## config.mk

```make
export PLATFORM = sky130hd
export DESIGN_NAME = pulse_count_switch_control
export DESIGN_NICKNAME = d
export VERILOG_FILES = /design/src/pkg/pulse_switch_pkg.sv /design/src/pkg/pin_sync_if.sv /design/src/rtl/pin_edge_sync.sv /design/src/rtl/pulse_count_switch_control.sv
export VERILOG_INCLUDE_DIRS = /design/src /design/src/pkg
export SDC_FILE = /design/constraint.sdc
export NUM_CORES = 1
export LEC_CHECK = 0
export ABC_AREA = 1
export BUFFER_PORTS_ARGS = -buffer_cell sky130_fd_sc_hd__buf_2
export CORE_ASPECT_RATIO = 0.75
export CORE_MARGIN = 1
export CORE_UTILIZATION = 48
export DETAILED_ROUTE_END_ITERATION = 8
export PLACE_DENSITY = 0.62
export SETUP_SLACK_MARGIN = 0.2
export SYNTH_ARGS = -nofsm -noshare
export SYNTH_HDL_FRONTEND = slang
export SYNTH_HIERARCHICAL = 1
export SYNTH_SLANG_ARGS = --single-unit
export TNS_END_PERCENT = 50
```

## constraint.sdc

```tcl
create_clock -name clk_i -period 2.3 [get_ports clk_i]
set_clock_uncertainty 0.15 [all_clocks]
set_input_delay 0 -clock clk_i [delete_from_list [all_inputs] [get_ports clk_i]]
set_output_delay 0 -clock clk_i [all_outputs]
set_load 0.05 [all_outputs]
```

## src/pkg/pulse_switch_defs.svh

```systemverilog
// Purpose: Timing and width constants for the pulse-count switch control
// Assumes: 10 MHz system clock
// Notes:   Counts are derived from times in microseconds
`ifndef PULSE_SWITCH_DEFS_SVH
`define PULSE_SWITCH_DEFS_SVH
`define CLK_MHZ            10
`define LATCH_HOLD_US      50
`define DISABLE_US         500
`define LATCH_HOLD_CYCLES  (`LATCH_HOLD_US * `CLK_MHZ)
`define DISABLE_CYCLES     (`DISABLE_US * `CLK_MHZ)
`define TIMER_W            13
`define SYNC_STAGES        2
`endif

```

## src/pkg/pulse_switch_pkg.sv

```systemverilog
// Purpose: Types for the pulse-count switch control
// Assumes: Imported by the top module only
// Notes:   Six outputs maximum
package pulse_switch_pkg;
  typedef logic [5:0] count_t;
  typedef logic [5:0] pattern_t;
  typedef enum logic [1:0] {
    st_disabled,
    st_counting,
    st_latched
  } ctrl_state_t;
endpackage

```

## src/pkg/pin_sync_if.sv

```systemverilog
// Purpose: Carries the synchronised control pin and its rising edge
// Assumes: One clock domain
// Notes:   Driven by the sync module, read by the top
`timescale 1ns/1ps
`default_nettype none
interface pin_sync_if;
  logic level;
  logic rise;
  logic fall;
  modport src (output level, output rise, output fall);
  modport dst (input level, input rise, input fall);
endinterface
`default_nettype wire

```

## src/rtl/pin_edge_sync.sv

```systemverilog
// Purpose: Two-flop synchroniser and edge detector for the control pin
// Assumes: Pin is asynchronous to clk_i
// Notes:   Edge logic looks only at the second and third stage
`timescale 1ns/1ps
`default_nettype none
module pin_edge_sync (
  input  wire logic   clk_i,
  input  wire logic   arst_n_i,
  input  wire logic   pin_i,
  pin_sync_if.src     sync
);
  logic meta;
  logic stable;
  logic prev;

  always_ff @(posedge clk_i or negedge arst_n_i) begin
    if (!arst_n_i) begin
      meta   <= 1'b0;
      stable <= 1'b0;
      prev   <= 1'b0;
    end else begin
      meta   <= pin_i;
      stable <= meta;
      prev   <= stable;
    end
  end

  assign sync.level = stable;
  assign sync.rise  = stable & ~prev;
  assign sync.fall  = ~stable & prev;
endmodule
`default_nettype wire

```

## src/rtl/pulse_count_switch_control.sv

```systemverilog
// Purpose: Single-wire pulse-count control of five or six push/pull switches
// Assumes: 10 MHz clock; control pin pulses no faster than 1 MHz
// Notes:   Drive and pull-down enables are separate so off means driven low
// Function
// - Only rising edges on the control pin select the output configuration.
// - The count is applied only after the pin has stayed high for the latch hold time.
// - The count decodes into 32 states for five outputs or 64 states for six outputs.
// - Pulses up to 1 MHz are counted and no intermediate count reaches the outputs.
// - The first rising edge after disable enables the device with every output on.
// - A low level lasting 500 us disables the device, turns all outputs off and clears the count.
// - Output k is off exactly when bit k-1 of the count minus one is set.
// - Every off output is actively pulled to ground, also while disabled.
`timescale 1ns/1ps
`default_nettype none
`include "pulse_switch_defs.svh"
module pulse_count_switch_control
  import pulse_switch_pkg::*;
#(
  parameter bit                  SIX_OUTPUTS    = 1'b1,
  parameter logic [`TIMER_W-1:0] LATCH_CYCLES   = `TIMER_W'(`LATCH_HOLD_CYCLES),
  parameter logic [`TIMER_W-1:0] DISABLE_CYCLES = `TIMER_W'(`DISABLE_CYCLES)
) (
  input  wire logic       clk_i,
  input  wire logic       arst_n_i,
  input  wire logic       ctrl_pin_i,
  output logic            enabled_o,
  output logic [5:0]      switch_drive_high_o,
  output logic [5:0]      switch_pull_low_o
);
  // ****************************************************************
  // Pin synchronisation
  // ****************************************************************
  pin_sync_if pin ();

  pin_edge_sync u_sync (
    .clk_i    (clk_i),
    .arst_n_i (arst_n_i),
    .pin_i    (ctrl_pin_i),
    .sync     (pin)
  );

  // ****************************************************************
  // State and counters
  // ****************************************************************
  ctrl_state_t         state;
  count_t              pending;
  pattern_t            off_mask;
  logic [`TIMER_W-1:0] high_timer;
  logic [`TIMER_W-1:0] low_timer;
  logic                latch_due;
  logic                disable_due;
  count_t              wrap_mask;

  // Five-output variant keeps only five count bits so 33 edges wrap to 1
  assign wrap_mask   = SIX_OUTPUTS ? 6'h3f : 6'h1f;
  assign latch_due   = pin.level && (high_timer == LATCH_CYCLES - `TIMER_W'(1));
  assign disable_due = !pin.level && (low_timer == DISABLE_CYCLES - `TIMER_W'(1));

  // Timers restart on each edge, so a 1 MHz burst never reaches the latch time
  always_ff @(posedge clk_i or negedge arst_n_i) begin
    if (!arst_n_i) begin
      high_timer <= '0;
    end else if (!pin.level || pin.rise) begin
      high_timer <= '0;
    end else if (high_timer != LATCH_CYCLES) begin
      high_timer <= high_timer + `TIMER_W'(1);
    end
  end

  always_ff @(posedge clk_i or negedge arst_n_i) begin
    if (!arst_n_i) begin
      low_timer <= '0;
    end else if (pin.level) begin
      low_timer <= '0;
    end else if (low_timer != DISABLE_CYCLES) begin
      low_timer <= low_timer + `TIMER_W'(1);
    end
  end

  // Pending holds count minus one, so the first edge gives zero: all on
  always_ff @(posedge clk_i or negedge arst_n_i) begin
    if (!arst_n_i) begin
      state   <= st_disabled;
      pending <= '0;
    end else begin
      case (state)
        st_disabled: begin
          if (pin.rise) begin
            state   <= st_latched;
            pending <= '0;
          end
        end
        st_counting, st_latched: begin
          if (disable_due) begin
            state   <= st_disabled;
            pending <= '0;
          end else if (pin.rise) begin
            state   <= st_counting;
            pending <= (pending + count_t'(1)) & wrap_mask;
          end else if (latch_due) begin
            state <= st_latched;
          end
        end
        default: begin
          state   <= st_disabled;
          pending <= '0;
        end
      endcase
    end
  end

  // ****************************************************************
  // Output pattern
  // ****************************************************************
  always_ff @(posedge clk_i or negedge arst_n_i) begin
    if (!arst_n_i) begin
      off_mask <= '0;
    end else if (state == st_disabled && pin.rise) begin
      off_mask <= '0;
    end else if (state == st_counting && latch_due && !pin.rise) begin
      off_mask <= pending;
    end
  end

  always_ff @(posedge clk_i or negedge arst_n_i) begin
    if (!arst_n_i) begin
      enabled_o           <= 1'b0;
      switch_drive_high_o <= '0;
      switch_pull_low_o   <= 6'h3f;
    end else begin
      enabled_o           <= (state != st_disabled);
      // Sixth output is held low on the five-output variant
      switch_drive_high_o <= (state != st_disabled) ? (~off_mask & wrap_mask) : 6'h00;
      switch_pull_low_o   <= (state != st_disabled) ? ~(~off_mask & wrap_mask) : 6'h3f;
    end
  end
endmodule
`default_nettype wire

```

==> impl_metrics.py, run 1 <==
metrics = {
    "clocking": {
        "cts-resized-gates": 0,
        "cts_post_setup_buffers_inserted": 0,
        "clockBufferDepth": 2,
        "htree_levels": 2,
        "sink_count": 56,
        "hold_buffers": 2,
        "clock_tree.root_cell": "clkbuf_8",
        "clkTransAtPathRegs_ns": 0.11,
        "cts_made_buffers": 5,
        "clock_tree_from_tritoncts": "done",
        "clock_insertion_delay_worst_skew_ns": 0.31,
    },
    "critical_path": {
        "critical-path-top-delay-family": "simple AND/OR/NAND/NOR gates",
        "worst-setup-path-type": "reg2reg",
        "timing.critical_path.required_ns": 2.36,
        "cp_data_arrival_time_ns": 1.89,
        "critical_path.slowest_cell": "dfrtp_1",
        "worst_path_most_repeated_cell": "nand2_1",
        "critical-path-max-stage-delay_ns": 0.46,
        "number_of_buffers_and_inverters_on_the_critical_path": 1,
        "crit_path_start_kind": "flop",
        "end_kind": "flop",
        "regToRegSetupSlack_ns": 0.47,
        "crit_path_max_fanout": 15,
        "critical_path.cell_chain": "inv_1, nand2_1, nor2_1, nand2_1, nand2_2, nand2_2, nand2_1, o21ai_0",
    },
    "place": {
        "place.detailed.hpwl_um": 3540,
        "placed_cell_area_mm2": 0.00283,
        "routabilityCongestion": 0.828,
        "io_buffer_count": 15,
        "pre_cts_setup_slack_ns": 0.477,
    },
    "drt": {
        "post-route-drc-count": 0,
        "routed-via-count": 1993,
        "initialDrtViolationCount": 108,
        "detail_route.wl_per_cell_um": 11.7,
        "drt_pass1_iterations": 4,
        "detail_route.wirelength_um": 4800,
        "via_per_inst": 4.85,
        "antenna_violating_nets_post_route": 0,
    },
    "sta": {
        "hold-worst-slack_ns": 0.108,
        "achievable-frequency_mhz": 547,
        "final_period_minus_worst_setup_slack_ns": 1.83,
        "slew_viol_final": 0,
        "timing.max_slew.rel_slack_pct": 54.5,
        "worst_pin_slew_ns": 0.683,
        "setup-violations-final": 0,
        "setup_total_negative_slack_ns": 0,
        "min_period_over_period_pct": 79.5,
        "layout_setup_ws_ns": 0.472,
        "hold_viol": 0,
        "grt_setup_unrepaired": "no",
    },
    "floorplan": {
        "floorplan.initialDensity_pct": 49.8,
        "io-pin-count": 16,
        "fp-row-count": 23,
        "core_area_mm2": 0.00532,
        "design.die.area_mm2": 0.00583,
        "floorplan.die.height_um": 66.4,
        "die_w_um": 87.8,
    },
    "final_layout": {
        "layout-drive-gt1-share_pct": 12.8,
        "nets": 346,
        "stdcell_area_mm2": 0.00295,
        "layout-area-overhead-vs-synth_pct": 11.1,
        "antenna_cells": 0,
    },
    "global_route": {
        "grtUsageTotal_pct": 19.2,
        "antenna_found_initial": 0,
        "first_global_vias": 1801,
        "largest_net_degree_at_the_start_of_global_routing": 31,
        "grt_remaining_overflow": 0,
        "grt_first_pass_wirelength_um": 8430,
    },
    "pwr": {
        "leakage_uw": 0.00142,
        "report.power.total_uw": 2750,
        "vdd_ir_drop_max_mv": 0.333,
        "power_per_cell_area_mw_per_mm2": 934,
    },
    "synth": {
        "yosysWarnings": 6,
        "synth_area_per_cell_um2": 8.49,
        "post_synth_instance_area_mm2": 0.00265,
        "post_synth_inst_count": 312,
        "synthesis.nets": 323,
    },
    "flow_run": {
        "max-cap-violations": 0,
    },
    "min_path": {
        "holdCritPathClass": "in2async",
    },
    "outcome": {
        "run_status": "completed",
    },
}
-- report_power, final --
| group | internal, µW | switching, µW |
|---|---|---|
| logic | 210 | 754 |
| clock network | 216 | 329 |
| registers | 1180 | 63.0 |
-- layer usage --
| layer | wire length [µm] | global-route usage, % |
|---|---|---|
| met5 | 0 | 0 |
| met2 | 1960 | 27.0 |
| met4 | 46 | 6.15 |
| met3 | 122 | 4.12 |
| met1 | 2670 | 29.0 |
-- state kept, by name, summed over array words and instances, names as in the netlist --
name and count:
off_mask 6, u_sync/sync.level 1, switch_pull_low_o 6, enabled_o 1, low_timer 13, switch_drive_high_o 6
u_sync/meta 1, pending 6, u_sync/prev 1, state 2, high_timer 13
-- cell usage in the layout (no fill, tap or decap), types with 3 or more instances in the layout --
master    instances
ha_1              8
buf_2            15
dfrtp_1          50
nor3_1            5
inv_1            45
nand2_1          62
nor2_1           43
a21oi_1          15
dfstp_2           6
o21ai_0          16
xor2_1            4
clkbuf_8          5
nand4_1          13
nand2_2           3
nand3_1          24
-- cell type report --
type	count	area, µm²
repair buffers	19	123
well taps	75	93.8
flip-flops and latches	56	1410
multi-input cells	205	1050
clock inverters	3	23.8
fillers	499	2380
inverters	48	181
clock buffers	5	68.8
-- worst reg2reg max path, delay by kind of cell, from the launching register on --
kind	cells	cell delay, ns
and+or+nand+nor	6	0.66
AOI/OAI and AO/OA	1	0.08
buffers and inverters	1	0.39
DFF	1	0.46
-- path summary, 6_finish.rpt --
path                              startpoint                end  depth (start not counted)
max in group asynchronous           arst_n_i         pending[2]                          3
min in group clk_i                ctrl_pin_i        u_sync/meta                          2
max                        u_sync/sync.level           state[0]                          8
min reg2reg                      u_sync/meta  u_sync/sync.level                          0
min                                 arst_n_i      low_timer[12]                          2
max reg2reg                u_sync/sync.level           state[0]                          8
-- metrics by stage --
stage | instances | utilization (%)
global route | 411 | 55.3
finish | 411 | 55.3
detailed placement | 401 | 53.2
CTS | 411 | 55.3
global placement | 401 | 53.2
floorplan | 312 | -
(Power assumes the default switching activity.)
==> run 2: changes to the inputs <==
clock period = 1.71 ns   (was 2.3 ns; I/O delays follow)
==> impl_metrics.py, run 2 (same netlist as run 1, synthesis figures left out) <==
metrics = {
    "outcome": {
        "run_status": "completed",
    },
    "place": {
        "routabilityCongestion": 0.825,
        "dp_cells": 410,
        "io_buffer_count": 15,
        "pre_cts_setup_slack_ns": 0.0332,
        "place.detailed.hpwl_um": 3510,
    },
    "floorplan": {
        "die_w_um": 87.8,
        "io-pin-count": 16,
        "fp-row-count": 23,
        "floorplan.initialDensity_pct": 49.8,
        "core_area_mm2": 0.00532,
        "design.die.area_mm2": 0.00583,
        "floorplan.die.height_um": 66.4,
    },
    "pwr": {
        "power.share.clock_pct": 21.3,
        "power_per_cell_area_mw_per_mm2": 1250,
        "total_switching_power_uw": 1630,
        "seq_power_share_pct": 41.2,
        "vdd_ir_drop_max_mv": 0.445,
        "leakage_uw": 0.00153,
        "power.internal_uw": 2400,
        "p_comb_share_pct": 37.5,
        "power.share.switching_pct": 40.5,
    },
    "final_layout": {
        "layout-drive-gt1-share_pct": 24.9,
        "nets": 364,
        "commonest_non_fill_non_tap_cells_in_the_layout": "nand2_1 (55), dfrtp_1 (48), inv_1 (44)",
        "layout-area-overhead-vs-synth_pct": 21.2,
        "biggestRegsByFlops": "high_timer: 13 flops, low_timer: 13 flops",
        "stdcell_count": 429,
        "layout.cells.most_common": "nand2_1",
        "antenna_cells": 0,
        "filler_cell_count": 492,
    },
    "sta": {
        "achievable-frequency_mhz": 615,
        "setup_total_negative_slack_ns": 0,
        "hold_viol": 0,
        "min_period_over_period_pct": 95.0,
        "slew_viol_final": 0,
        "final_period_minus_worst_setup_slack_ns": 1.62,
        "setup-violations-final": 0,
        "timing.max_slew.rel_slack_pct": 62.0,
        "grt_setup_unrepaired": "yes",
        "worst_pin_slew_ns": 0.569,
        "layout_setup_ws_ns": 0.0851,
    },
    "drt": {
        "routed-via-count": 2105,
        "antenna_violating_nets_post_route": 0,
        "detail_route.wl_per_cell_um": 11.8,
        "post-route-drc-count": 0,
        "initialDrtViolationCount": 101,
        "detail_route.wirelength_um": 5050,
        "drt_pass1_iterations": 4,
        "via_per_inst": 4.91,
    },
    "clocking": {
        "htree_levels": 2,
        "clock_tree_from_tritoncts": "done",
        "cts_made_buffers": 5,
        "clock_insertion_delay_worst_skew_ns": 0.30,
        "clkTransAtPathRegs_ns": 0.10,
        "sink_count": 56,
        "clockBufferDepth": 2,
        "clock_tree.root_cell": "clkbuf_8",
    },
    "critical_path": {
        "crit_path_start_kind": "flop",
        "worst-setup-path-type": "reg2reg",
        "crit_path_max_fanout": 5,
        "cp_data_arrival_time_ns": 1.67,
        "end_kind": "flop",
        "timing.critical_path.required_ns": 1.76,
    },
    "global_route": {
        "grt_remaining_overflow": 0,
        "first_global_vias": 1870,
        "largest_net_degree_at_the_start_of_global_routing": 32,
        "grt_first_pass_wirelength_um": 8760,
        "antenna_found_initial": 0,
        "grtUsageTotal_pct": 19.5,
    },
    "flow_run": {
        "max-cap-violations": 0,
    },
    "min_path": {
        "holdCritPathClass": "in2async",
    },
}
[run 2: layout make-up]
cell class / count / area [µm²] / share of cell area, %
well taps: 75 / 93.8 / 2.92
multi-input cells: 206 / 1160 / 36.1
repair buffers: 36 / 254 / 7.91
flip-flops and latches: 56 / 1410 / 43.9
inverters: 48 / 184 / 5.72
clock inverters: 3 / 42.5 / 1.32
clock buffers: 5 / 68.8 / 2.14
[run 2: critical path, cell delays in order (launching register included)]
cell and delay, ns:
dfrtp_1 0.38, inv_1 0.09, ha_4 0.29, inv_1 0.05, nor2_1 0.10, nand2_2 0.11
nand2_4 0.13, nand2_2 0.07, nand2_1 0.07, nand2_1 0.06
[run 2: power by group through the flow]
stage / logic, µW / clock network (µW) / registers (µW)
after global placement: 1310 / 0 / 1690
after global routing: 1630 / 923 / 1700
after floorplan: 430 / 0 / 2270
after detailed placement: 1310 / 0 / 1690
final: 1510 / 857 / 1660
after CTS: 1440 / 880 / 1660
[run 2: per-layer routing]
layer / vias up / GRT usage (%) / wire length, µm
met5: - / 0 / 0
met4: 0 / 4.30 / 46
met3: 5 / 4.12 / 198
met2: 35 / 30.8 / 2190
met1: 979 / 27.5 / 2620
li1: 1086 / - / -
[run 2: timing repair]
action / CTS / global route
resized for setup: 20 / 18
setup buffers: 4 / 4
hold endpoints to repair: 57 / 0
hold buffers: 2 / 0
pin swaps: 7 / 7
endpoints found under the setup margin: 23 / 32
cloned: 1 / 0
[run 2: final timing paths]
kind / start / cells after the start / end / slack (ns)
worst max-delay path: state[1] / 9 / state[1] / 0.09
worst min register to register: u_sync/meta / 0 / u_sync/sync.level / 0.20
worst max register to register: state[1] / 9 / state[1] / 0.09
worst min-delay path: arst_n_i / 2 / low_timer[7] / 0.06
min in group clk_i: ctrl_pin_i / 2 / u_sync/meta / 0.20
max in group asynchronous: arst_n_i / 3 / u_sync/sync.level / 0.78
[run 2: metrics by stage]
step                util (%)  hold WS [ns]  instance area, µm²  power, µW
floorplan                  -        -0.446                2650       2700
global placement        54.5        -0.124                2900       3000
detailed placement      54.5        -0.122                2900       3000
CTS                     58.8        0.0744                3130       3980
global route            60.4         0.129                3210       4250
finish                  60.4        0.0571                3210       4030
==> run 3: changes to the inputs <==
--- a/config.mk
+++ b/config.mk
@@ -10,3 +10,3 @@
 export BUFFER_PORTS_ARGS = -buffer_cell sky130_fd_sc_hd__buf_2
-export CORE_ASPECT_RATIO = 0.75
+export CORE_ASPECT_RATIO = 0.6
 export CORE_MARGIN = 1
@@ -20,2 +20,2 @@
 export SYNTH_SLANG_ARGS = --single-unit
-export TNS_END_PERCENT = 50
+export TNS_END_PERCENT = 10
==> constraint.sdc (replaced) <==
create_clock -name clk_i -period 1.71 [get_ports clk_i]
set_clock_uncertainty 0.15 [all_clocks]
set_input_delay 0.0855 -clock clk_i [delete_from_list [all_inputs] [get_ports clk_i]]
set_output_delay 0.0855 -clock clk_i [all_outputs]
set_load 0.05 [all_outputs]
==> impl_metrics.py, run 3 (same netlist as run 1, synthesis figures left out) <==
metrics = {
    "flow_run": {
        "max-cap-violations": 0,
    },
    "place": {
        "io_buffer_count": 15,
        "routabilityCongestion": 0.869,
        "place.detailed.hpwl_um": 3940,
    },
    "outcome": {
        "violations": "DRC",
        "run_status": "finished, violations left",
    },
    "floorplan": {
        "die_w_um": 97.9,
        "fp-row-count": 20,
        "floorplan.die.height_um": 59.6,
        "floorplan.initialDensity_pct": 51.2,
        "core_area_mm2": 0.00518,
        "io-pin-count": 16,
        "design.die.area_mm2": 0.00583,
    },
    "critical_path": {
        "cp_data_arrival_time_ns": 1.68,
        "critical_path.cell_chain": "ha_2, nand2_2, inv_2, nand2_1, nor2_1, nand2_2, nand2_2, nand2_4, nand2_1, o21ai_2",
        "crit_path_start_kind": "flop",
        "critical_path.slowest_cell": "dfrtp_1",
        "timing.critical_path.required_ns": 1.76,
        "number_of_buffers_and_inverters_on_the_critical_path": 1,
        "end_kind": "flop",
        "worst_path_most_repeated_cell": "nand2_2",
        "critical-path-max-stage-delay_ns": 0.40,
        "regToRegSetupSlack_ns": 0.07,
        "critical-path-top-delay-family": "simple AND/OR/NAND/NOR gates",
        "worst-setup-path-type": "reg2reg",
        "crit_path_max_fanout": 5,
    },
    "min_path": {
        "holdCritPathClass": "in2async",
    },
    "drt": {
        "met3_length_um": 292,
        "met2RoutedLength_um": 2390,
        "post-route-drc-count": 1,
        "drt_pass1_iterations": 7,
        "detail_route.wl_per_cell_um": 13.3,
        "m1WireLength_um": 2930,
        "detail_route.wirelength_um": 5650,
        "initialDrtViolationCount": 100,
        "via_per_inst": 4.99,
        "routed-via-count": 2119,
        "antenna_violating_nets_post_route": 0,
        "route.top_layer_used": "met4",
    },
    "global_route": {
        "grt_first_pass_wirelength_um": 9060,
        "first_global_vias": 1937,
        "largest_net_degree_at_the_start_of_global_routing": 27,
        "antenna_found_initial": 0,
        "grt_remaining_overflow": 0,
        "grtUsageTotal_pct": 20.4,
    },
    "sta": {
        "min_period_over_period_pct": 95.7,
        "timing.max_slew.rel_slack_pct": 74.5,
        "slew_viol_final": 0,
        "hold_viol": 0,
        "worst_pin_slew_ns": 0.382,
        "achievable-frequency_mhz": 611,
        "final_period_minus_worst_setup_slack_ns": 1.64,
        "grt_setup_unrepaired": "yes",
        "setup_total_negative_slack_ns": 0,
        "setup-violations-final": 0,
    },
    "clocking": {
        "clock_tree.root_cell": "clkbuf_8",
        "cts_made_buffers": 5,
        "sink_count": 56,
        "clockBufferDepth": 2,
        "clock_insertion_delay_worst_skew_ns": 0.30,
        "htree_levels": 2,
        "clkTransAtPathRegs_ns": 0.10,
        "clock_tree_from_tritoncts": "done",
    },
    "final_layout": {
        "layout-drive-gt1-share_pct": 29.5,
        "layout.cells.most_common": "nand2_1",
        "commonest_non_fill_non_tap_cells_in_the_layout": "nand2_1 (53), dfrtp_1 (48), inv_1 (39)",
        "antenna_cells": 0,
        "share_of_the_core_filled_with_cells_pct": 64.3,
        "biggestRegsByFlops": "high_timer: 13 flops, low_timer: 13 flops",
        "layout-area-overhead-vs-synth_pct": 25.7,
        "nets": 369,
    },
    "pwr": {
        "report.power.total_uw": 4110,
        "vdd_ir_drop_max_mv": 0.687,
        "power_per_cell_area_mw_per_mm2": 1230,
        "leakage_uw": 0.00159,
    },
}
[run 3: cell types whose count changed in the layout (fill, tap and decap cells not counted), sizes merged]
cell,delta
buf,+5
clkinv,+1
clkinvlp,-1
[run 3: through the flow]
stage          instance area (µm²)  setup WS, ns  hold slack, ns  std cells
3_5_place_dp                  2920        0.0258          -0.123        405
6_report                      3330        0.0731          0.0653        425
4_1_cts                       3180        0.0932          0.0780        423
3_3_place_gp                  2920        0.0463          -0.123        405
5_1_grt                       3330       -0.0300           0.110        425
2_1_floorplan                 2650         0.136          -0.360        312
[run 3: final timing paths]
path | startpoint | to | cells after the start
max reg2reg | low_timer[1] | pending[1] | 10
min | arst_n_i | low_timer[9] | 2
min in group clk_i | u_sync/meta | u_sync/sync.level | 0
min reg2reg | u_sync/meta | u_sync/sync.level | 0
max in group asynchronous | arst_n_i | switch_pull_low_o[5] | 3
max | low_timer[1] | pending[1] | 10
[run 3: area by class of cell]
cell class / instances / area [µm²]
clock buffer: 5 / 68.8
clock inverter: 3 / 47.5
fill: 448 / 1850
inverter: 48 / 189
multi-input combinational: 206 / 1230
sequential: 56 / 1410
tap: 66 / 82.6
timing repair buffer: 41 / 299
[run 3: power breakdown]
group	total [µW]	internal [µW]	switching [µW]	leakage (µW)
logic	1550	405	1140	0.000810
clock network	881	442	440	0.0000583
registers	1680	1580	93.9	0.000725
total	4110	2430	1680	0.00159
[run 3: layer usage]
layer / vias to the layer above / global-route usage (%)
li1: 1100 / -
met2: 49 / 29.2
met5: - / 0
met1: 966 / 31.0
met3: 4 / 5.07
met4: 0 / 4.98
[run 3: what timing repair did]
item                                    4_1_cts  5_1_grt
buffers inserted                              7        2
gates resized for setup                      18       46
cloned                                        1        0
pin swaps                                    14       19
hold buffers                                  2        0
endpoints found under the hold margin        55        0
endpoints found under the setup margin       26       36
